===== config.mk =====
export PLATFORM = sky130hd
export DESIGN_NAME = breaker_failure_supervisor
export DESIGN_NICKNAME = d
export VERILOG_FILES = /design/src/core/cbf_pkg.sv /design/src/core/record_mem.sv /design/src/core/breaker_failure_supervisor.sv
export VERILOG_INCLUDE_DIRS = /design/src /design/src/core
export SDC_FILE = /design/constraint.sdc
export NUM_CORES = 2
export LEC_CHECK = 0
export BUFFER_PORTS_ARGS = -buffer_cell sky130_fd_sc_hd__buf_2
export CORE_MARGIN = 2
export CORE_UTILIZATION = 50
export CTS_CLUSTER_DIAMETER = 120
export DETAILED_ROUTE_END_ITERATION = 10
export GPL_TIMING_DRIVEN = 1
export PLACE_DENSITY = 0.75
export SYNTH_ARGS = -nofsm -noshare
export SYNTH_HDL_FRONTEND = slang
export SYNTH_SLANG_ARGS = --single-unit

===== constraint.sdc =====
create_clock -name clk_sys_i -period 12.4 [get_ports clk_sys_i]
set_clock_uncertainty 0.2 [all_clocks]
set_input_delay 0.62 -clock clk_sys_i [delete_from_list [all_inputs] [get_ports clk_sys_i]]
set_output_delay 0.62 -clock clk_sys_i [all_outputs]
set_load 0.01 [all_outputs]

===== src/core/cbf_defines.svh =====
// Constants for the breaker-failure supervisor: widths, offsets, fields, resets.
`ifndef CBF_DEFINES_SVH
`define CBF_DEFINES_SVH
// Data widths.
`define CBF_DLY_W     16
`define CBF_CNT_W     16
`define CBF_STAMP_W   48
`define CBF_CUR_W     16
`define CBF_GRP_W     3
`define CBF_EV_W      4
`define CBF_NEV       8
`define CBF_NTMR      2
`define CBF_NCNT      4
`define CBF_ADDR_W    8
`define CBF_DATA_W    32
// Record buffer geometry.
`define CBF_REC_DEPTH 12
`define CBF_REC_AW    4
`define CBF_REC_W     128
`define CBF_REC_PAD   9
`define CBF_REC_LAST  4'hB
`define CBF_REC_FULL  4'hC
// Register byte offsets.
`define CBF_A_CTRL    8'h00
`define CBF_A_RTR_DLY 8'h04
`define CBF_A_FL_DLY  8'h08
`define CBF_A_STATUS  8'h0C
`define CBF_A_CNT_CLR 8'h10
`define CBF_A_CNT_A   8'h14
`define CBF_A_CNT_B   8'h18
`define CBF_A_REC_SEL 8'h1C
`define CBF_A_REC_W0  8'h20
`define CBF_A_REC_W1  8'h24
`define CBF_A_REC_W2  8'h28
`define CBF_A_REC_W3  8'h2C
// Control register fields.
`define CBF_F_MODE    1:0
`define CBF_F_RTR_EN  2
`define CBF_F_ONM     15:8
`define CBF_F_OFFM    23:16
// Status bit positions, shared by events and counters.
`define CBF_S_START   0
`define CBF_S_RETRIP  1
`define CBF_S_FAIL    2
`define CBF_S_BLOCK   3
// Timer indices.
`define CBF_T_RTR     0
`define CBF_T_FAIL    1
// Reset values; delays are in program-cycle ticks.
`define CBF_RST_RTR   16'h0014
`define CBF_RST_FAIL  16'h0028
`define CBF_RST_MASK  8'hFF
`define CBF_RST_CTRL  32'h00FFFF04
`endif


===== src/core/cbf_pkg.sv =====
// Types shared by the breaker-failure supervisor files.
package cbf_pkg;
  // Selectable start criterion of the delay timers.
  typedef enum logic [1:0] {
    MODE_CURRENT,
    MODE_CUR_AND_OUT,
    MODE_CUR_OR_OUT,
    MODE_INPUT
  } criterion_t;
endpackage


===== src/core/record_mem.sv =====
// Twelve-entry operation record store with a registered read port.
`timescale 1ns/100ps
`include "cbf_defines.svh"
module record_mem (
  input  wire logic                     clk_sys_i,
  input  wire logic                     rst_i,
  input  wire logic                     wr_en_i,
  input  wire logic [`CBF_REC_AW-1:0]   wr_addr_i,
  input  wire logic [`CBF_REC_W-1:0]    wr_data_i,
  input  wire logic [`CBF_REC_AW-1:0]   rd_addr_i,
  output logic      [`CBF_REC_W-1:0]    rd_data_o
);
  // Storage array; contents are undefined until first written.
  logic [`CBF_REC_W-1:0] mem [`CBF_REC_DEPTH];

  // Write port.
  always_ff @(posedge clk_sys_i) begin
    if (wr_en_i) begin
      mem[wr_addr_i] <= wr_data_i;
    end
  end

  // Registered read port; out-of-range slots read as zero.
  always_ff @(posedge clk_sys_i or posedge rst_i) begin
    if (rst_i) begin
      rd_data_o <= '0;
    end else if (rd_addr_i <= `CBF_REC_LAST) begin
      rd_data_o <= mem[rd_addr_i];
    end else begin
      rd_data_o <= '0;
    end
  end
endmodule


===== src/core/breaker_failure_supervisor.sv =====
// Breaker-failure supervisor: delay timers, events, counters and records.
`timescale 1ns/100ps
`include "cbf_defines.svh"
module breaker_failure_supervisor (
  input  wire logic                     clk_sys_i,
  input  wire logic                     rst_i,
  input  wire logic                     tick_i,
  input  wire logic                     phase_pickup_i,
  input  wire logic                     residual_pickup_i,
  input  wire logic                     trip_monitor_i,
  input  wire logic                     dedicated_input_i,
  input  wire logic                     block_i,
  input  wire logic [`CBF_STAMP_W-1:0]  timestamp_i,
  input  wire logic [`CBF_CUR_W-1:0]    max_phase_current_i,
  input  wire logic [`CBF_CUR_W-1:0]    residual_current_i,
  input  wire logic [`CBF_GRP_W-1:0]    setting_group_i,
  input  wire logic [`CBF_ADDR_W-1:0]   reg_addr_i,
  input  wire logic [`CBF_DATA_W-1:0]   reg_wdata_i,
  input  wire logic                     reg_wr_i,
  input  wire logic                     reg_rd_i,
  output logic      [`CBF_DATA_W-1:0]   reg_rdata_o,
  output logic                          breaker_failure_output_o,
  output logic                          retrip_o,
  output logic                          start_o,
  output logic                          blocked_o,
  output logic                          event_valid_o,
  output logic      [`CBF_EV_W-1:0]     event_code_o,
  output logic      [`CBF_STAMP_W-1:0]  event_stamp_o
);
  import cbf_pkg::*;

  //////////////////////////////////////////////////////////////////////////////
  // Configuration registers.

  logic [`CBF_DATA_W-1:0] ctrl;                // Mode, retrip enable, masks.
  logic [`CBF_DLY_W-1:0]  dly [`CBF_NTMR];     // Retrip and failure delays.
  logic [`CBF_REC_AW-1:0] rec_sel;             // Record slot shown on the bus.
  criterion_t             mode;                // Decoded criterion.
  wire                    retrip_en = ctrl[`CBF_F_RTR_EN];
  wire [`CBF_NEV-1:0]     on_mask   = ctrl[`CBF_F_ONM];
  wire [`CBF_NEV-1:0]     off_mask  = ctrl[`CBF_F_OFFM];
  assign mode = criterion_t'(ctrl[`CBF_F_MODE]);

  // Write decode.
  wire wr_ctrl = reg_wr_i && (reg_addr_i == `CBF_A_CTRL);
  wire wr_rtr  = reg_wr_i && (reg_addr_i == `CBF_A_RTR_DLY);
  wire wr_fail = reg_wr_i && (reg_addr_i == `CBF_A_FL_DLY);
  wire wr_clr  = reg_wr_i && (reg_addr_i == `CBF_A_CNT_CLR);
  wire wr_sel  = reg_wr_i && (reg_addr_i == `CBF_A_REC_SEL);
  wire [`CBF_NCNT-1:0] cnt_clr = wr_clr ? reg_wdata_i[`CBF_NCNT-1:0] : '0;

  // Software-written configuration; reset gives current mode, retrip on.
  always_ff @(posedge clk_sys_i or posedge rst_i) begin
    if (rst_i) begin
      ctrl               <= `CBF_RST_CTRL;
      dly[`CBF_T_RTR]    <= `CBF_RST_RTR;
      dly[`CBF_T_FAIL]   <= `CBF_RST_FAIL;
      rec_sel            <= '0;
    end else begin
      if (wr_ctrl) ctrl <= reg_wdata_i;
      if (wr_rtr)  dly[`CBF_T_RTR]  <= reg_wdata_i[`CBF_DLY_W-1:0];
      if (wr_fail) dly[`CBF_T_FAIL] <= reg_wdata_i[`CBF_DLY_W-1:0];
      if (wr_sel)  rec_sel <= reg_wdata_i[`CBF_REC_AW-1:0];
    end
  end

  //////////////////////////////////////////////////////////////////////////////
  // Pick-up criterion and blocking.

  wire cur_up = phase_pickup_i | residual_pickup_i;  // Either current element up.
  logic pick_raw;   // Function picked up (shown as start unless blocked).
  logic run_raw;    // Condition under which the timers may advance.

  // Criterion selection.
  always_comb begin
    pick_raw = 1'b0;
    run_raw  = 1'b0;
    unique case (mode)
      MODE_CURRENT: begin
        pick_raw = cur_up;
        run_raw  = cur_up;
      end
      MODE_CUR_AND_OUT: begin
        pick_raw = cur_up;
        run_raw  = cur_up & trip_monitor_i;
      end
      MODE_CUR_OR_OUT: begin
        pick_raw = cur_up | trip_monitor_i;
        run_raw  = cur_up | trip_monitor_i;
      end
      MODE_INPUT: begin
        pick_raw = dedicated_input_i;
        run_raw  = dedicated_input_i;
      end
    endcase
  end

  logic blocked;  // Blocked indication, held while pick-up lasts.
  wire next_blocked = pick_raw & (blocked | block_i);
  // Timers only run when neither blocked nor being blocked now.
  wire run_eff = run_raw & ~block_i & ~blocked;

  //////////////////////////////////////////////////////////////////////////////
  // Delay timers; index 0 is retrip, index 1 is failure.

  logic [`CBF_NTMR-1:0][`CBF_DLY_W-1:0] tcnt;     // Accumulated ticks.
  logic [`CBF_NTMR-1:0]                 expired;  // Timer at its delay.

  for (genvar t = 0; t < `CBF_NTMR; t++) begin : g_tmr
    wire at_end = (tcnt[t] == dly[t]);
    wire [`CBF_DLY_W-1:0] next_tcnt =
        !run_eff            ? '0 :
        (tick_i && !at_end) ? `CBF_DLY_W'(tcnt[t] + 1'b1) : tcnt[t];
    assign expired[t] = run_eff & at_end;
    // Counter register; cleared at once whenever the run condition fails.
    always_ff @(posedge clk_sys_i or posedge rst_i) begin
      if (rst_i) begin
        tcnt[t] <= '0;
      end else begin
        tcnt[t] <= next_tcnt;
      end
    end
  end

  wire next_fail   = expired[`CBF_T_FAIL];
  wire next_retrip = expired[`CBF_T_RTR] & retrip_en;
  wire next_start  = pick_raw & ~next_blocked;

  //////////////////////////////////////////////////////////////////////////////
  // Status signals and edge detection.

  logic [`CBF_NEV-1:0] st;  // Registered status, one bit per event pair.
  wire [`CBF_NEV-1:0] next_st = {residual_pickup_i, phase_pickup_i,
                                 dedicated_input_i, trip_monitor_i,
                                 next_blocked, next_fail, next_retrip, next_start};
  wire [`CBF_NEV-1:0] rise = next_st & ~st;
  wire [`CBF_NEV-1:0] fall = ~next_st & st;

  // Outputs straight from status flops.
  always_ff @(posedge clk_sys_i or posedge rst_i) begin
    if (rst_i) begin
      st                       <= '0;
      blocked                  <= 1'b0;
      breaker_failure_output_o <= 1'b0;
      retrip_o                 <= 1'b0;
      start_o                  <= 1'b0;
      blocked_o                <= 1'b0;
    end else begin
      st                       <= next_st;
      blocked                  <= next_blocked;
      breaker_failure_output_o <= next_fail;
      retrip_o                 <= next_retrip;
      start_o                  <= next_start;
      blocked_o                <= next_blocked;
    end
  end

  //////////////////////////////////////////////////////////////////////////////
  // Event queue: one pending bit per edge, drained lowest first.

  logic [2*`CBF_NEV-1:0] pend;    // Bits 0..7 ON edges, 8..15 OFF edges.
  logic [2*`CBF_NEV-1:0] grant;   // One-hot bit being emitted.
  logic [`CBF_EV_W-1:0]  ev_code; // Code of the granted bit.
  wire  [2*`CBF_NEV-1:0] ev_mask = {off_mask, on_mask};

  // Lowest-set-bit priority pick.
  always_comb begin
    grant   = '0;
    ev_code = '0;
    for (int i = 2*`CBF_NEV-1; i >= 0; i--) begin
      if (pend[i]) begin
        grant   = '0;
        grant[i] = 1'b1;
        ev_code = `CBF_EV_W'(i);
      end
    end
  end

  // New edges win over the grant that drains the same bit.
  wire [2*`CBF_NEV-1:0] next_pend = (pend & ~grant) | {fall, rise};
  wire ev_any = |pend;
  wire ev_on  = ev_any & ~ev_code[`CBF_EV_W-1];

  always_ff @(posedge clk_sys_i or posedge rst_i) begin
    if (rst_i) begin
      pend          <= '0;
      event_valid_o <= 1'b0;
      event_code_o  <= '0;
      event_stamp_o <= '0;
    end else begin
      pend          <= next_pend;
      event_valid_o <= |(grant & ev_mask);
      event_code_o  <= ev_code;
      event_stamp_o <= timestamp_i;
    end
  end

  //////////////////////////////////////////////////////////////////////////////
  // Cumulative counters on start, retrip, failure and blocked rising edges.

  logic [`CBF_NCNT-1:0][`CBF_CNT_W-1:0] cnt;

  for (genvar k = 0; k < `CBF_NCNT; k++) begin : g_cnt
    wire [`CBF_CNT_W-1:0] next_cnt =
        rise[k]    ? (cnt_clr[k] ? `CBF_CNT_W'(1) : `CBF_CNT_W'(cnt[k] + 1'b1)) :
        cnt_clr[k] ? '0 : cnt[k];
    // Counter register; an edge in the clearing cycle still counts.
    always_ff @(posedge clk_sys_i or posedge rst_i) begin
      if (rst_i) begin
        cnt[k] <= '0;
      end else begin
        cnt[k] <= next_cnt;
      end
    end
  end

  //////////////////////////////////////////////////////////////////////////////
  // Operation records, written for every ON event leaving the queue.

  logic [`CBF_REC_AW-1:0] rec_wptr;   // Slot written next (oldest when full).
  logic [`CBF_REC_AW-1:0] rec_fill;   // Number of valid slots.
  logic [`CBF_REC_W-1:0]  rec_rdata;  // Selected record.
  wire  [`CBF_REC_W-1:0]  rec_wdata = {{`CBF_REC_PAD{1'b0}}, setting_group_i,
                                       ev_code, residual_current_i,
                                       `CBF_DLY_W'(dly[`CBF_T_FAIL] - tcnt[`CBF_T_FAIL]),
                                       `CBF_DLY_W'(dly[`CBF_T_RTR] - tcnt[`CBF_T_RTR]),
                                       max_phase_current_i, timestamp_i};

  always_ff @(posedge clk_sys_i or posedge rst_i) begin
    if (rst_i) begin
      rec_wptr <= '0;
      rec_fill <= '0;
    end else if (ev_on) begin
      rec_wptr <= (rec_wptr == `CBF_REC_LAST) ? '0 : `CBF_REC_AW'(rec_wptr + 1'b1);
      if (rec_fill != `CBF_REC_FULL) rec_fill <= `CBF_REC_AW'(rec_fill + 1'b1);
    end
  end

  record_mem u_rec (
    .clk_sys_i (clk_sys_i),
    .rst_i     (rst_i),
    .wr_en_i   (ev_on),
    .wr_addr_i (rec_wptr),
    .wr_data_i (rec_wdata),
    .rd_addr_i (rec_sel),
    .rd_data_o (rec_rdata)
  );

  //////////////////////////////////////////////////////////////////////////////
  // Read-back multiplexer; unmapped addresses read as zero.

  wire [`CBF_DATA_W-1:0] status_word =
      `CBF_DATA_W'({rec_wptr, rec_fill, st[`CBF_S_BLOCK:`CBF_S_START]});
  logic [`CBF_DATA_W-1:0] rd_mux;
  always_comb begin
    unique case (reg_addr_i)
      `CBF_A_CTRL:    rd_mux = ctrl;
      `CBF_A_RTR_DLY: rd_mux = `CBF_DATA_W'(dly[`CBF_T_RTR]);
      `CBF_A_FL_DLY:  rd_mux = `CBF_DATA_W'(dly[`CBF_T_FAIL]);
      `CBF_A_STATUS:  rd_mux = status_word;
      `CBF_A_CNT_A:   rd_mux = {cnt[`CBF_S_RETRIP], cnt[`CBF_S_START]};
      `CBF_A_CNT_B:   rd_mux = {cnt[`CBF_S_BLOCK], cnt[`CBF_S_FAIL]};
      `CBF_A_REC_SEL: rd_mux = `CBF_DATA_W'(rec_sel);
      `CBF_A_REC_W0:  rd_mux = rec_rdata[0 +: `CBF_DATA_W];
      `CBF_A_REC_W1:  rd_mux = rec_rdata[`CBF_DATA_W +: `CBF_DATA_W];
      `CBF_A_REC_W2:  rd_mux = rec_rdata[2*`CBF_DATA_W +: `CBF_DATA_W];
      `CBF_A_REC_W3:  rd_mux = rec_rdata[3*`CBF_DATA_W +: `CBF_DATA_W];
      default:        rd_mux = '0;
    endcase
  end

  // Read data stand for exactly the cycle after the strobe.
  always_ff @(posedge clk_sys_i or posedge rst_i) begin
    if (rst_i) begin
      reg_rdata_o <= '0;
    end else begin
      reg_rdata_o <= reg_rd_i ? rd_mux : '0;
    end
  end
endmodule


==> reports/metrics.cfg <==
[worst_hold_path]
holdCritPathClass = input pin to flop
hold_depth = 3
min_from = block_i
holdPathEnd = st[3]$_DFF_PP0_

[synthesis]
syn-num-nets = 4000
synth_cells = 3823
syn_area_um2 = 71300
ys_ff_latch = 1828
ys_warn_count = 0
synth_flop_cell = edfxtp_1
ys_seq_area_share_pct = 74.2
postSynth.asyncResetShare_pct = 21.9
syn_area_per_cell_um2 = 18.6
synth_edf_count = 1428
synth_cell_types = 86

[placement]
dp.cells = 5819
place_ws_ns = 7.75
numPortBuffers = 221
globalplace.congestion = 0.983
post_dp_cell_area_um2 = 74700
dp_hpwl_mm = 109

[layout]
mostFrequentLayoutCells = 1428 x edfxtp_1, 375 x dfrtp_1, 357 x mux4_2
nets = 4403
finalNonFillerCells = 6277
syn2layout_area_growth_pct = 14.8
final_common_cell = edfxtp_1
final_cell_area_um2 = 81800
fillCellCount = 10247
drive_gt1_share_pct = 24.1

[floorplan]
die_w_um = 382
die_area_um2 = 146000
rows = 138
die_h_um = 382
core_um2 = 142000
ios = 222
start_util_pct = 50.3

[power]
clkPwrFrac_pct = 34.0
p_switching_w = 0.00422
leakagePower_nw = 27.6
p_per_area_nw_per_um2 = 194
peakVddDrop_mv = 0.210
switching_share_pct = 26.6
total_power_w = 0.0159
seq_power_share_pct = 52.8
power_frac_comb_pct = 13.2
power.internal_w = 0.0117

[detailed_routing]
wirelength_mm = 187
remaining_drc_errors = 0
wl_per_cell_um = 29.9
ant_nets = 0
drt-initial-drc-count = 5564
num_vias = 39266
drt_pass1_iterations = 6
vias_per_cell = 6.26

[worst_setup_path]
cp.required_ns = 12.62
endpoint_kind = flop
path_delay_family = simple AND/OR/NAND/NOR gates
crit_slowest_cell = and3_4
ff2ff_path_depth = 6
critPathKind = flop to flop
regToRegStartpoint = pend[1]$_DFF_PP0_
crit_arrival_ns = 4.94
regToRegEndpoint = u_rec.mem[2][28]$_DFFE_PP_
crit_path_max_fanout = 52
critPathLaunchType = flop
crit_buf_inv = 2
path_cells = or4_1 -> nand2b_4 -> or3_1 -> and3_4 -> buf_4 -> buf_4
ff2ff_setup_slack_ns = 7.68
critPathMaxStageDelay_ns = 0.89
worst_path_most_repeated_cell = buf_4

[timing]
finalCritPeriodShare_pct = 38.1
rsz0062_at_grt = false
setup_slack_ns = 7.68
clock.fmax_ghz = 0.212
max-slew-margin-rel_pct = 7.79
setup_viol = 0
hold_viol = 0
slew_violations = 0
period_minus_slack_ns = 4.72
finalSetupTns_ns = 0
tightest_slew_ns = 1.37

[clocking]
cts_root_buffer = clkbuf_16
cts_htree_levels = 4
cts-buffers-inserted = 176
clk_pin_slew_ns = 0.06
cts_resized = 0
postCtsSetupBuffers = 0
cts_tree = done
clock-sinks = 1828
cts.path.max_buffers = 3
worstSkewPairLatency_ns = 0.80
cts_hold_buf = 118

[run_status]
status = finished clean

[job]
cap_violations = 0

[global_routing]
gr-total-overflow = 0
grt_pass1_vias = 38556
grt_usage_pct = 25.7
antenna_found_initial = 18
grt_pass1_wl_mm = 271
grt_max_degree = 121

==> area by class of cell <==
| cell class | count | area, µm² | area share (%) |
|---|---|---|---|
| diodes | 9 | 22.5 | 0.0275 |
| clock buffers | 246 | 4950 | 6.05 |
| clock inverters | 84 | 950 | 1.16 |
| inverters | 64 | 248 | 0.303 |
| multi-input cells | 1745 | 17500 | 21.4 |
| flip-flops and latches | 1828 | 52900 | 64.7 |
| well taps | 1890 | 2360 | 2.89 |
| repair buffers | 411 | 2850 | 3.49 |
==> per-stage QoR <==
step / hold slack, ns / util (%)
floorplan: 0.224 / -
global placement: 0.258 / 52.8
detailed placement: 0.266 / 52.8
CTS: 0.0189 / 57.8
global route: 0.0449 / 57.8
finish: 0.0898 / 57.8
==> power groups by stage <==
stage | logic (W) | registers (W) | clock network, W
detailed placement | 0.00205 | 0.00847 | 0
finish | 0.00210 | 0.00839 | 0.00541
CTS | 0.00210 | 0.00837 | 0.00547
global placement | 0.00201 | 0.00841 | 0
floorplan | 0.00126 | 0.00833 | 0
global route | 0.00224 | 0.00844 | 0.00572
==> metal layers <==
layer	up-vias	GRT usage (%)	share of wire, %
met5	-	0	0.039
met3	340	6.93	12
li1	16054	-	-
met1	20505	37.5	40
met4	12	8.03	3.2
met2	2355	38.1	45
==> how the worst max path moves through the flow <==
stage / start / endpoint / slack, ns / cells past startpoint
6_report: pend[1]$_DFF_PP0_ / u_rec.mem[2][28]$_DFFE_PP_ / 7.68 / 6
4_1_cts: pend[1]$_DFF_PP0_ / u_rec.mem[2][66]$_DFFE_PP_ / 7.71 / 6
2_1_floorplan: rst_i / cnt[0]$_DFFE_PP0P_ / 0.49 / 1
3_3_place_gp: pend[1]$_DFF_PP0_ / u_rec.mem[2][73]$_DFFE_PP_ / 7.82 / 6
5_1_grt: pend[1]$_DFF_PP0_ / u_rec.mem[2][28]$_DFFE_PP_ / 7.48 / 6
3_5_place_dp: pend[1]$_DFF_PP0_ / u_rec.mem[2][74]$_DFFE_PP_ / 7.75 / 6
==> cells by family (layout without fill, tap and decap cells) <==
logic type	Yosys count	after routing	share of synthesized area, %
other cells	0	9	0
fa+ha+maj	44	44	0.793
compound gates	461	461	4.19
simple gates	591	591	4.05
xor+xnor	95	95	1.17
buf+inv	250	805	1.40
flops	1828	1828	74.2
mux	554	554	14.2
==> flip-flops by register name, indices dropped and copies added, names as in the netlist, 16 cells and up <==
| register | flops |
|---|---|
| u_rec.mem | 1428 |
| pend | 16 |
| event_stamp_o | 48 |
| cnt | 64 |
| tcnt | 32 |
| u_rec.rd_data_o | 119 |
| reg_rdata_o | 32 |
| dly | 32 |
| ctrl | 32 |
==> worst min-delay path, stage by stage <==
cell    delay [ns]
buf_2         0.15
nor2_1        0.12
nor2_1        0.13
==> synth_stat cells, types with 4 or more instances <==
master	count	area share, %
or4_1	5	0.053
nand3b_1	7	0.074
a2111oi_0	4	0.049
a22o_1	27	0.33
a21oi_1	61	0.43
dfrtp_1	379	13
and2_1	13	0.11
a222oi_1	15	0.21
or3_1	19	0.17
mux4_2	357	11
nand4_1	25	0.22
o21ai_0	183	1.3
or2_2	5	0.044
mux2i_1	129	1.8
a221oi_1	21	0.26
xor2_1	27	0.33
inv_1	64	0.34
nor4_1	18	0.16
o31ai_1	7	0.074
nand2_1	217	1.1
ha_1	42	0.74
mux2_2	67	1.1
and4_1	6	0.074
a22oi_1	49	0.52
nor2_1	131	0.69
nand2b_1	7	0.061
buf_1	28	0.15
and3_1	21	0.18
o21bai_1	5	0.053
nor2b_1	16	0.14
nand3_1	40	0.28
dfstp_2	21	0.77
a31oi_1	33	0.29
edfxtp_1	1428	60
xnor2_1	68	0.84
a21o_1	7	0.074
clkbuf_1	116	0.61
buf_2	41	0.29
o21a_1	10	0.11
nor3_1	35	0.25
a221o_1	5	0.070
Note: power is estimated with default switching activity, not from simulation.
